`src/rtl/pdc_defs.svh`:
```
// Register offsets, field positions, reset values and counts of the PECL divider block
`ifndef PDC_DEFS_SVH
`define PDC_DEFS_SVH

// Register word indexes (byte address is four times the index)
`define PDC_OFF_A_CYCLES   9'h190
`define PDC_OFF_A_CONTROL  9'h191
`define PDC_OFF_A_ROUTING  9'h192
`define PDC_OFF_B_CYCLES   9'h193
`define PDC_OFF_B_CONTROL  9'h194
`define PDC_OFF_B_ROUTING  9'h195
`define PDC_OFF_IN_SELECT  9'h1e1
`define PDC_OFF_STATUS     9'h1f0

// Cycle-count register fields
`define PDC_LOW_MSB        7
`define PDC_LOW_LSB        4
`define PDC_HIGH_MSB       3
`define PDC_HIGH_LSB       0

// Control register fields
`define PDC_BIT_BYPASS     7
`define PDC_BIT_NOSYNC     6
`define PDC_BIT_FORCE      5
`define PDC_BIT_START      4
`define PDC_PHASE_MSB      3
`define PDC_PHASE_LSB      0

// Routing register fields
`define PDC_BIT_DIRECT     1
`define PDC_BIT_DUTY_OFF   0

// Input-select field and its codes
`define PDC_SEL_MSB        1
`define PDC_SEL_LSB        0
`define PDC_SEL_VCO        2'h2
`define PDC_SEL_REF        2'h0

// Reset values
`define PDC_RST_CYCLES     8'h11
`define PDC_RST_CONTROL    8'h00
`define PDC_RST_ROUTING    8'h00
`define PDC_RST_IN_SELECT  8'h00
`define PDC_RST_PINS       3'h1

// Counts
`define PDC_NUM_DIV        2
`define PDC_MIN_CYCLES     5'h01

`endif

```
`src/rtl/pdc_pkg.sv`:
```
// Types shared by the PECL divider block
package pdc_pkg;

  // Configuration of one divider, one byte per register
  typedef struct packed {
    logic [7:0] cycles;
    logic [7:0] control;
    logic [7:0] routing;
  } pdc_cfg_s;

  // Divider sequencing states
  typedef enum logic [2:0] {
    PDC_ST_HOLD  = 3'b001,
    PDC_ST_PHASE = 3'b010,
    PDC_ST_RUN   = 3'b100
  } pdc_state_e;

  // Synchronised pin levels
  typedef struct packed {
    logic ref_lvl;
    logic vco_lvl;
    logic align_n;
  } pdc_pins_s;

endpackage

```
`src/rtl/pdc_top.sv`:
```
// PECL channel dividers: register file on Avalon-MM and two dividers
`include "pdc_defs.svh"

module pdc_top (
  input  wire logic              clk,
  input  wire logic              arst_n,
  input  wire logic [8:0]        avs_address,
  input  wire logic              avs_read,
  input  wire logic              avs_write,
  input  wire logic [31:0]       avs_writedata,
  output logic      [31:0]       avs_readdata,
  output logic                   avs_waitrequest,
  input  wire logic              align_n,
  input  wire logic              vco_level,
  input  wire logic              ref_level,
  output logic                   pecl_out_a0,
  output logic                   pecl_out_a1,
  output logic                   pecl_out_b0,
  output logic                   pecl_out_b1
);
  import pdc_pkg::*;

  localparam int NDIV = `PDC_NUM_DIV;

  logic               rst_s1_reg;
  logic               rst_n;
  pdc_pins_s          pins_raw;
  pdc_pins_s          pins;
  logic               align_active;

  pdc_cfg_s           cfg_reg   [NDIV];
  pdc_cfg_s           cfg_next  [NDIV];
  logic [7:0]         insel_reg;
  logic [7:0]         insel_next;
  logic               wait_reg;
  logic               wait_next;
  logic [31:0]        rdata_reg;
  logic [31:0]        rdata_next;
  logic [7:0]         rd_byte;
  logic [1:0]         in_sel;

  logic [NDIV-1:0]    div_out_reg;
  logic [NDIV-1:0]    div_running;

  // Reset release through two flops; assertion stays asynchronous
  always_ff @(posedge clk or negedge arst_n) begin
    if (!arst_n) begin
      rst_s1_reg <= 1'b0;
      rst_n      <= 1'b0;
    end else begin
      rst_s1_reg <= 1'b1;
      rst_n      <= rst_s1_reg;
    end
  end

  // Pins arrive from outside the clock domain
  assign pins_raw.align_n = align_n;
  assign pins_raw.vco_lvl = vco_level;
  assign pins_raw.ref_lvl = ref_level;

  pdc_pin_sync u_pin_sync (
    .clk      (clk),
    .rst_n    (rst_n),
    .pins_in  (pins_raw),
    .pins_out (pins)
  );

  assign align_active = ~pins.align_n;
  assign in_sel       = insel_reg[`PDC_SEL_MSB:`PDC_SEL_LSB];

  // Read mux; unmapped addresses read zero
  // Status shows live state, so two reads in a row may differ
  always_comb begin
    case (avs_address)
      `PDC_OFF_A_CYCLES:  rd_byte = cfg_reg[0].cycles;
      `PDC_OFF_A_CONTROL: rd_byte = cfg_reg[0].control;
      `PDC_OFF_A_ROUTING: rd_byte = cfg_reg[0].routing;
      `PDC_OFF_B_CYCLES:  rd_byte = cfg_reg[1].cycles;
      `PDC_OFF_B_CONTROL: rd_byte = cfg_reg[1].control;
      `PDC_OFF_B_ROUTING: rd_byte = cfg_reg[1].routing;
      `PDC_OFF_IN_SELECT: rd_byte = insel_reg;
      `PDC_OFF_STATUS:    rd_byte = {3'h0, div_running, div_out_reg, align_active};
      default:            rd_byte = 8'h00;
    endcase
  end

  // Bus slave: one wait cycle, then the access completes
  // Every access costs two cycles; no other back-pressure
  always_comb begin
    wait_next  = 1'b1;
    rdata_next = rdata_reg;
    insel_next = insel_reg;
    for (int i = 0; i < NDIV; i++) begin
      cfg_next[i] = cfg_reg[i];
    end
    if ((avs_read || avs_write) && wait_reg) begin
      wait_next = 1'b0;
      if (avs_read) begin
        rdata_next = {24'h000000, rd_byte};
      end
    end
    // Write lands on the edge where waitrequest is seen low
    if (avs_write && !wait_reg) begin
      case (avs_address)
        `PDC_OFF_A_CYCLES:  cfg_next[0].cycles  = avs_writedata[7:0];
        `PDC_OFF_A_CONTROL: cfg_next[0].control = avs_writedata[7:0];
        `PDC_OFF_A_ROUTING: cfg_next[0].routing = avs_writedata[7:0];
        `PDC_OFF_B_CYCLES:  cfg_next[1].cycles  = avs_writedata[7:0];
        `PDC_OFF_B_CONTROL: cfg_next[1].control = avs_writedata[7:0];
        `PDC_OFF_B_ROUTING: cfg_next[1].routing = avs_writedata[7:0];
        `PDC_OFF_IN_SELECT: insel_next = avs_writedata[7:0];
        default: ;
      endcase
    end
  end

  // Register file and bus handshake
  always_ff @(posedge clk or negedge rst_n) begin
    if (!rst_n) begin
      wait_reg  <= 1'b1;
      rdata_reg <= 32'h00000000;
      insel_reg <= `PDC_RST_IN_SELECT;
      for (int i = 0; i < NDIV; i++) begin
        cfg_reg[i].cycles  <= `PDC_RST_CYCLES;
        cfg_reg[i].control <= `PDC_RST_CONTROL;
        cfg_reg[i].routing <= `PDC_RST_ROUTING;
      end
    end else begin
      wait_reg  <= wait_next;
      rdata_reg <= rdata_next;
      insel_reg <= insel_next;
      for (int i = 0; i < NDIV; i++) begin
        cfg_reg[i] <= cfg_next[i];
      end
    end
  end

  assign avs_waitrequest = wait_reg;
  assign avs_readdata    = rdata_reg;

  // One divider per channel
  for (genvar gi = 0; gi < NDIV; gi++) begin : g_div
    pdc_state_e  state_reg;
    pdc_state_e  state_next;
    logic [4:0]  cnt_reg;
    logic [4:0]  cnt_next;
    logic        lvl_reg;
    logic        lvl_next;
    logic        out_next;
    logic [4:0]  lo_raw;
    logic [4:0]  hi_raw;
    logic [4:0]  sum;
    logic [4:0]  hi_dcc;
    logic [4:0]  lo_n;
    logic [4:0]  hi_n;
    logic [3:0]  phase;
    logic        bypass;
    logic        nosync;
    logic        force_lvl;
    logic        start_lvl;
    logic        direct;
    logic        hold;
    logic        div_lvl;

    // Field decode and effective half-period counts
    always_comb begin
      bypass    = cfg_reg[gi].control[`PDC_BIT_BYPASS];
      nosync    = cfg_reg[gi].control[`PDC_BIT_NOSYNC];
      force_lvl = cfg_reg[gi].control[`PDC_BIT_FORCE];
      start_lvl = cfg_reg[gi].control[`PDC_BIT_START];
      phase     = cfg_reg[gi].control[`PDC_PHASE_MSB:`PDC_PHASE_LSB];
      direct    = cfg_reg[gi].routing[`PDC_BIT_DIRECT];
      // Zero would stall the counter, so it counts as one cycle
      lo_raw = {1'b0, cfg_reg[gi].cycles[`PDC_LOW_MSB:`PDC_LOW_LSB]};
      hi_raw = {1'b0, cfg_reg[gi].cycles[`PDC_HIGH_MSB:`PDC_HIGH_LSB]};
      if (lo_raw == 5'h00) begin
        lo_raw = `PDC_MIN_CYCLES;
      end
      if (hi_raw == 5'h00) begin
        hi_raw = `PDC_MIN_CYCLES;
      end
      sum    = lo_raw + hi_raw;
      hi_dcc = 5'((sum + 5'h01) >> 1);
      // Correction splits the period evenly; odd periods favour high
      if (!cfg_reg[gi].routing[`PDC_BIT_DUTY_OFF]) begin
        hi_n = hi_dcc;
        lo_n = sum - hi_dcc;
      end else begin
        hi_n = hi_raw;
        lo_n = lo_raw;
      end
      hold = align_active && !nosync;
    end

    // Sequencer: hold, phase delay, then free division
    always_comb begin
      state_next = state_reg;
      cnt_next   = cnt_reg;
      lvl_next   = lvl_reg;
      if (bypass || nosync || hold) begin
        state_next = PDC_ST_HOLD;
        lvl_next   = start_lvl;
        cnt_next   = 5'h00;
      end else begin
        case (state_reg)
          PDC_ST_HOLD: begin
            lvl_next = start_lvl;
            if (phase == 4'h0) begin
              state_next = PDC_ST_RUN;
              cnt_next   = start_lvl ? hi_n : lo_n;
            end else begin
              state_next = PDC_ST_PHASE;
              cnt_next   = {1'b0, phase};
            end
          end
          PDC_ST_PHASE: begin
            if (cnt_reg <= 5'h01) begin
              state_next = PDC_ST_RUN;
              cnt_next   = start_lvl ? hi_n : lo_n;
            end else begin
              cnt_next = cnt_reg - 5'h01;
            end
          end
          PDC_ST_RUN: begin
            // Flip level when the current half period is used up
            if (cnt_reg <= 5'h01) begin
              lvl_next = ~lvl_reg;
              cnt_next = lvl_reg ? lo_n : hi_n;
            end else begin
              cnt_next = cnt_reg - 5'h01;
            end
          end
          default: begin
            state_next = PDC_ST_HOLD;
            cnt_next   = 5'h00;
          end
        endcase
      end
    end

    // Output selection; bypass shows the input clock as a toggle
    always_comb begin
      if (bypass) begin
        div_lvl = ~div_out_reg[gi];
      end else if (nosync) begin
        div_lvl = force_lvl;
      end else if (state_reg == PDC_ST_RUN) begin
        div_lvl = lvl_reg;
      end else begin
        div_lvl = start_lvl;
      end
      if (direct && in_sel == `PDC_SEL_VCO) begin
        out_next = pins.vco_lvl;
      end else if (direct && in_sel == `PDC_SEL_REF) begin
        out_next = pins.ref_lvl;
      end else begin
        out_next = div_lvl;
      end
    end

    // Divider state registers
    always_ff @(posedge clk or negedge rst_n) begin
      if (!rst_n) begin
        state_reg       <= PDC_ST_HOLD;
        cnt_reg         <= 5'h00;
        lvl_reg         <= 1'b0;
        div_out_reg[gi] <= 1'b0;
      end else begin
        state_reg       <= state_next;
        cnt_reg         <= cnt_next;
        lvl_reg         <= lvl_next;
        div_out_reg[gi] <= out_next;
      end
    end

    assign div_running[gi] = (state_reg == PDC_ST_RUN);
  end

  // Each divider drives both outputs of its pair
  // One flop per pair keeps the two pins of a pair free of skew
  assign pecl_out_a0 = div_out_reg[0];
  assign pecl_out_a1 = div_out_reg[0];
  assign pecl_out_b0 = div_out_reg[1];
  assign pecl_out_b1 = div_out_reg[1];

endmodule

```
`src/rtl/pdc_pin_sync.sv`:
```
// Three-stage pin synchroniser with agreement filter
`include "pdc_defs.svh"

module pdc_pin_sync (
  input  wire logic              clk,
  input  wire logic              rst_n,
  input  pdc_pkg::pdc_pins_s     pins_in,
  output pdc_pkg::pdc_pins_s     pins_out
);
  import pdc_pkg::*;

  logic [2:0] s1_reg;
  logic [2:0] s2_reg;
  logic [2:0] s3_reg;
  logic [2:0] filt_reg;
  logic [2:0] filt_next;
  logic [2:0] agree;

  // A change counts only once stages two and three agree
  always_comb begin
    agree     = ~(s2_reg ^ s3_reg);
    filt_next = (s3_reg & agree) | (filt_reg & ~agree);
  end

  // First stage feeds only the second
  always_ff @(posedge clk or negedge rst_n) begin
    if (!rst_n) begin
      s1_reg   <= `PDC_RST_PINS;
      s2_reg   <= `PDC_RST_PINS;
      s3_reg   <= `PDC_RST_PINS;
      filt_reg <= `PDC_RST_PINS;
    end else begin
      s1_reg   <= pins_in;
      s2_reg   <= s1_reg;
      s3_reg   <= s2_reg;
      filt_reg <= filt_next;
    end
  end

  assign pins_out = filt_reg;

endmodule

```
`config.mk`:
```
export PLATFORM = sky130hd
export DESIGN_NAME = pdc_top
export DESIGN_NICKNAME = d
export VERILOG_FILES = /design/src/rtl/pdc_pkg.sv /design/src/rtl/pdc_top.sv /design/src/rtl/pdc_pin_sync.sv
export VERILOG_INCLUDE_DIRS = /design/src /design/src/rtl
export SDC_FILE = /design/constraint.sdc
export NUM_CORES = 1
export LEC_CHECK = 0
export BUFFER_PORTS_ARGS = -buffer_cell sky130_fd_sc_hd__buf_4
export CELL_PAD_IN_SITES_DETAIL_PLACEMENT = 0
export CELL_PAD_IN_SITES_GLOBAL_PLACEMENT = 2
export CORE_ASPECT_RATIO = 1.1
export CORE_MARGIN = 1.5
export CORE_UTILIZATION = 35
export CTS_CLUSTER_DIAMETER = 100
export CTS_CLUSTER_SIZE = 16
export DETAILED_ROUTE_END_ITERATION = 6
export PLACE_DENSITY_LB_ADDON = 0.12
export SLEW_MARGIN = 5
export SYNTH_ARGS = -nofsm -noshare
export SYNTH_HDL_FRONTEND = slang
export SYNTH_SLANG_ARGS = --single-unit
```
`constraint.sdc`:
```
create_clock -name clk -period 4.5 [get_ports clk]
set_clock_uncertainty 0.15 [all_clocks]
set_input_delay 0.225 -clock clk [delete_from_list [all_inputs] [get_ports clk]]
set_output_delay 0.225 -clock clk [all_outputs]
set_load 0.05 [all_outputs]
```
# == Word level (Yosys, flattened, before mapping) ==
# Index checks and enable logic that the tools add are counted.
# totals
latchBits,0
regBits,99
word_cells,150
rom_bits,0
in_bits,48
mem_bits_rw,0
memories,0
output_inout_bits,37
# op_classes
magnitude_cmp,2
n_mux,48
eq_ne,21
n_bitwise,11
shift,0
addsub,8
n_reduce_logical,37
n_mul,0
n_div,0
# op_table
op,count
two-way mux 5 bit,15
"equality test 9 bit, second input constant",8
one-hot mux 8 bit (8 select lines),1
one-hot mux 5 bit (3 select lines),2
zero test 4 bit,6
AND reduction 2 bit,12
two-way mux 4 bit,5
two-way mux 3 bit,6
one-hot mux 3 bit (3 select lines),2
two-way mux 1 bit,15
"adder 5 x 1 -> 5 bit, second input constant",2
"<= comparator 5 x 1 -> 1 bit, second input constant",2
"subtractor 5 x 1 -> 5 bit, second input constant",2
subtractor 5 x 4 -> 5 bit,2
logical AND 1 bit,8
bitwise AND 3 bit,2
"equality test 3 x 1 -> 1 bit, second input constant",2
"equality test 3 x 2 -> 1 bit, second input constant",2
"equality test 3 bit, second input constant",2
"inequality test 3 x 1 -> 1 bit, second input constant",2
"inequality test 3 bit, second input constant",2
NOT 3 bit,2
nonzero test 3 bit,2
adder 4 x 4 -> 5 bit,1
other kinds (10),22

# == Depth between registers and ports, before layout ==
# depth
depth_word,10
depth_mapped,15
ltp_nobuf,15

# == By module ==
# From an unflattened synthesis, not the netlist that was laid out.
# unflattened
cells_unflattened,589
hier_area_um2,6122.1
# modules_own_cells
mod,area_each_um2,instances,cells_per_inst,seq_area_each_um2
pdc_top,5783.0,1,574,2185.8
pdc_pin_sync,339.1,1,15,305.3

# == Worst setup path before layout ==
# No wires, ideal clock.
# synth_path
path_kind,reg2reg
startpoint,reg cfg_reg[46] in the netlist's numbering
endpoint,reg g_div[0].cnt_reg[4]
setup_time_ns,0.110
arrival_time_ns,3.317
path_slack_ns,0.923
stages_incl_launch_ff,14
n_path_buf,0
period_less_slack_ns,3.577
t_required_ns,4.240
path_cell_list,dfrtp_1 -> nor3_1 -> or2_2 -> ha_1 -> fa_1 -> xor2_1 -> nand2_1 -> nor3_1 -> xor2_1 -> ha_1 -> a21boi_0 -> nor2_1 -> xor2_1 -> o41ai_1
# synth_between
elab_chain_cells,10
elab_cells_between_ends,13
cone_classes,add/sub: 3; mux: 9; reduce/logical: 1
# synth_rtl
item,line,source
"start, declared",pdc_top.sv:31,pdc_cfg_s cfg_reg [NDIV];
"start signal, assigned by index",pdc_top.sv:133,cfg_reg[i] <= cfg_next[i];
zero test 4 bit,pdc_top.sv:176,if (lo_raw == 5'h00) begin
two-way mux 4 bit (*),pdc_top.sv:176,
adder 5 bit (*),pdc_top.sv:182,sum = lo_raw + hi_raw;
adder 5 x 1 -> 5 bit,pdc_top.sv:183,hi_dcc = 5'((sum + 5'h01) >> 1);
subtractor 5 x 4 -> 5 bit (*),pdc_top.sv:187,lo_n = sum - hi_dcc;
two-way mux 5 bit (*),pdc_top.sv:185,if (!cfg_reg[gi].routing[`PDC_BIT_DUTY_OFF]) begin
"two-way mux 5 bit, on equally long branches","pdc_top.sv:228, pdc_top.sv:210, pdc_top.sv:219",
"two-way mux 5 bit, on equally long branches","pdc_top.sv:226, pdc_top.sv:208, pdc_top.sv:217",
one-hot mux 5 bit (3 select lines) (*),pdc_top.sv:205,case (state_reg)
two-way mux 5 bit (*),pdc_top.sv:200,if (bypass || nosync || hold) begin
named net g_div[0].cnt_next[4],pdc_top.sv:146,logic [4:0] cnt_next;
"end signal, assigned",pdc_top.sv:270,cnt_reg <= cnt_next;
"end, declared",pdc_top.sv:145,logic [4:0] cnt_reg;
# Mark *: on every way through the listed nets, which the timed path passes. The rest lies on a longest branch.
# A chain may end at the register's enable or synchronous reset.

# == Worst setup path after layout ==
# layout_path
startpoint,reg cfg_reg[47] in the netlist's numbering
endpoint,reg g_div[0].cnt_reg[4]
# Same word-level chain as after synthesis.

==> results.py <==
metrics = {
    "outcome": {
        "status": "finished, final reports clean",
    },
    "setup_path": {
        "crit_top_cell": "ha_1",
        "path_cells": "nor3_1 > or2_2 > ha_1 > fa_1 > ha_1 > nand2_1 > nor3_1 > xor2_1 > ha_1 > a21boi_0 > nor2_1 > xor2_1 > o41ai_1",
        "cp_slowest_cell": "fa_1",
        "required_ns": 4.58,
        "slowest_delay_ns": 0.66,
        "worst-setup-path-type": "reg -> reg",
        "timing.critical_path.buf_inv": 0,
        "critPathTopFamily": "adder cells",
        "crit_path_max_fanout": 7,
        "critPathLaunchType": "flop",
        "arrival_ns": 4.16,
        "worst_setup_path_end_kind": "flop",
    },
    "clocking": {
        "root_buffer": "clkbuf_16",
        "cts_tree": "done",
        "h-tree-depth": 3,
        "clkSinkCount": 99,
        "clockBufferDepth": 2,
        "clk_latency_ns": 0.35,
        "path_clk_slew_ns": 0.07,
        "numCtsBuffers": 9,
        "postCtsSetupRepairBufs": 0,
    },
    "route": {
        "ant_nets": 0,
        "via_per_inst": 5.38,
        "vias": 4648,
        "drc": 0,
        "drt_wl_total_um": 16200,
        "wl_per_cell_um": 18.8,
        "drt_iter0_markers": 279,
        "firstDrtPassIters": 5,
    },
    "power": {
        "combPwrFrac": 0.209,
        "clkPwrFrac": 0.333,
        "peakVddDrop_mv": 0.216,
        "p_per_area_mw_per_mm2": 320,
        "switching_share": 0.320,
        "sequentialPowerShare": 0.458,
        "power.internal_w": 0.00149,
        "switchingPower_w": 0.000702,
        "power.total_w": 0.00220,
        "leakage_nw": 3.04,
    },
    "die": {
        "die_area_mm2": 0.0184,
        "core.rowCount": 50,
        "num_io_pins": 85,
        "die_height_um": 142,
        "start_util": 0.360,
        "fp.dieW_um": 130,
        "coreArea_mm2": 0.0171,
    },
    "synth": {
        "ys_seq_area_frac": 0.403,
        "synth_top_cell_area_share": 0.357,
        "synth.cell_area_mm2": 0.00617,
        "synth_ff_type": "dfrtp_1",
        "synth_edf_count": 0,
        "synth.distinct_cells": 76,
        "synth_warnings": 0,
        "syn_inst": 602,
        "syn_avg_cell_area_um2": 10.3,
        "yosys-top-cells-count": "dfrtp_1 (88), mux2_2 (63), nor2_1 (37), nand2_1 (34), buf_4 (27)",
        "async_flop_share": 1.00,
        "synth_seq_cells": 99,
        "synth.area.top_cells": "dfrtp_1 (36%), mux2_2 (11%), dfstp_2 (4.7%)",
        "yosysMostFrequentCell": "dfrtp_1",
        "synth_top_area_cell": "dfrtp_1",
    },
    "finish": {
        "area_growth_pct": 11.3,
        "final_util": 0.401,
        "drive_gt1_frac": 0.240,
        "finalNonFillerCells": 864,
        "fin_nets": 697,
        "nFillCells": 1744,
        "final_area_mm2": 0.00687,
        "largest_reg_flops": 48,
        "antennaDiodeCount": 0,
    },
    "placement": {
        "place_area_mm2": 0.00654,
        "place.gp.congestion": 0.830,
        "dp.cells": 842,
        "port_buffers": 36,
        "dp_hpwl_um": 12000,
    },
    "global_routing": {
        "grt_pass1_wl_um": 25400,
        "grt.overflow.total": 0,
        "antenna_found_initial": 0,
        "grt_pass1_vias": 4519,
        "grt_max_degree": 65,
        "grt.total_usage": 0.183,
    },
    "timing": {
        "tns_ns": 0,
        "period_needed_ns": 4.08,
        "drv_slew": 0,
        "setup_viol": 0,
        "slew-limit-headroom": 0.316,
        "worst_slew_pin_slew_ns": 1.02,
        "period_share": 0.907,
        "max_freq_mhz": 245,
        "hold_viol": 0,
        "rsz0062_at_grt": "no",
    },
    "worst_hold_path": {
        "hold_path.class": "in -> async",
    },
    "job": {
        "maxCapViolCount": 0,
    },
}
## metrics by stage
stage          hold slack, ns  setup WS [ns]
2_1_floorplan          -0.221          0.923
3_3_place_gp           -0.142          0.558
3_5_place_dp           -0.138          0.461
4_1_cts                0.0221          0.438
5_1_grt                0.0202         0.0802
6_report               0.0325          0.420
## cell usage in the layout (no fill, tap or decap), types with 4 or more instances in the layout
cell           synthesis  final
nor2_1                37     37
a222oi_1              12     12
o21ai_0               13     13
inv_1                 21     21
o21a_1                 4      4
dfstp_2               11     11
o21bai_1               4      4
buf_4                 27     45
mux2i_1                8      8
dfrtp_1               88     87
xor2_1                10     10
o31ai_1                5      5
or2_2                  5      5
nand3_1                6      6
or3_1                  9      9
a22oi_1               11     11
a21oi_1               23     23
ha_1                  22     22
and2_1                 5      5
a221oi_1               8      8
nand2_1               34     34
mux2_2                63     63
nand3b_1               4      4
xnor2_1               10     10
a32oi_1                4      4
a21o_1                12     12
a31oi_1               12     12
nor3_1                18     18
nor2b_1                9      9
conb_1                 2     25
dlygate4sd3_1          0      6
nand2b_1               5      5
clkbuf_16              0      9
or4_1                  4      4
## area by class of cell
class	count	area [um^2]	share of cell area
clock buffer	12	246	0.0359
clock inverter	4	27.5	0.00401
inverter	22	82.6	0.0120
multi-input combinational	442	3330	0.484
sequential	99	2490	0.363
tap	234	293	0.0426
timing repair buffer	51	398	0.0579
## power groups by stage
stage	combinational, W	sequential [W]	clock, W
after global placement	0.000453	0.00102	0
after detailed placement	0.000452	0.00102	0
after CTS	0.000461	0.00101	0.000754
after global routing	0.000507	0.00102	0.000793
after floorplan	0.000368	0.000993	0
final	0.000458	0.00101	0.000732
## final timing paths
kind                                               to  cells past startpoint  slack [ns]            startpoint
worst max-delay path              g_div[0].cnt_reg[4]                     13        0.42           cfg_reg[47]
worst min-delay path                            rst_n                      2        0.03                arst_n
worst max register to register    g_div[0].cnt_reg[4]                     13        0.42           cfg_reg[47]
worst min register to register   u_pin_sync.s2_reg[2]                      0        0.20  u_pin_sync.s1_reg[2]
max in group asynchronous       g_div[0].state_reg[0]                      1        2.89                 rst_n
min in group clk                           cfg_reg[4]                      2        0.04      avs_writedata[4]
## cell families (layout without fill, tap and decap cells)
kind of cell / Yosys count / in the layout / synth area share
compound gates: 131 / 131 / 0.153
xor+xnor: 20 / 20 / 0.0284
fa+ha+maj: 27 / 27 / 0.0559
buf+inv: 84 / 89 / 0.0715
flops: 99 / 99 / 0.403
mux: 74 / 74 / 0.138
other cells: 2 / 25 / 0.00122
simple gates: 165 / 165 / 0.149
## per-layer routing
layer | wire [um] | GRT usage
met1 | 7400 | 0.246
met2 | 7940 | 0.297
met3 | 598 | 0.0316
met4 | 273 | 0.0614
met5 | 0 | 0
## what timing repair did
item / 4_1_cts / 5_1_grt
endpoints found under the setup margin: 0 / 0
hold buffers: 6 / 0
resized for setup: 0 / 0
endpoints found under the hold margin: 6 / 0
No activity file was read; power rests on OpenSTA's default activity.
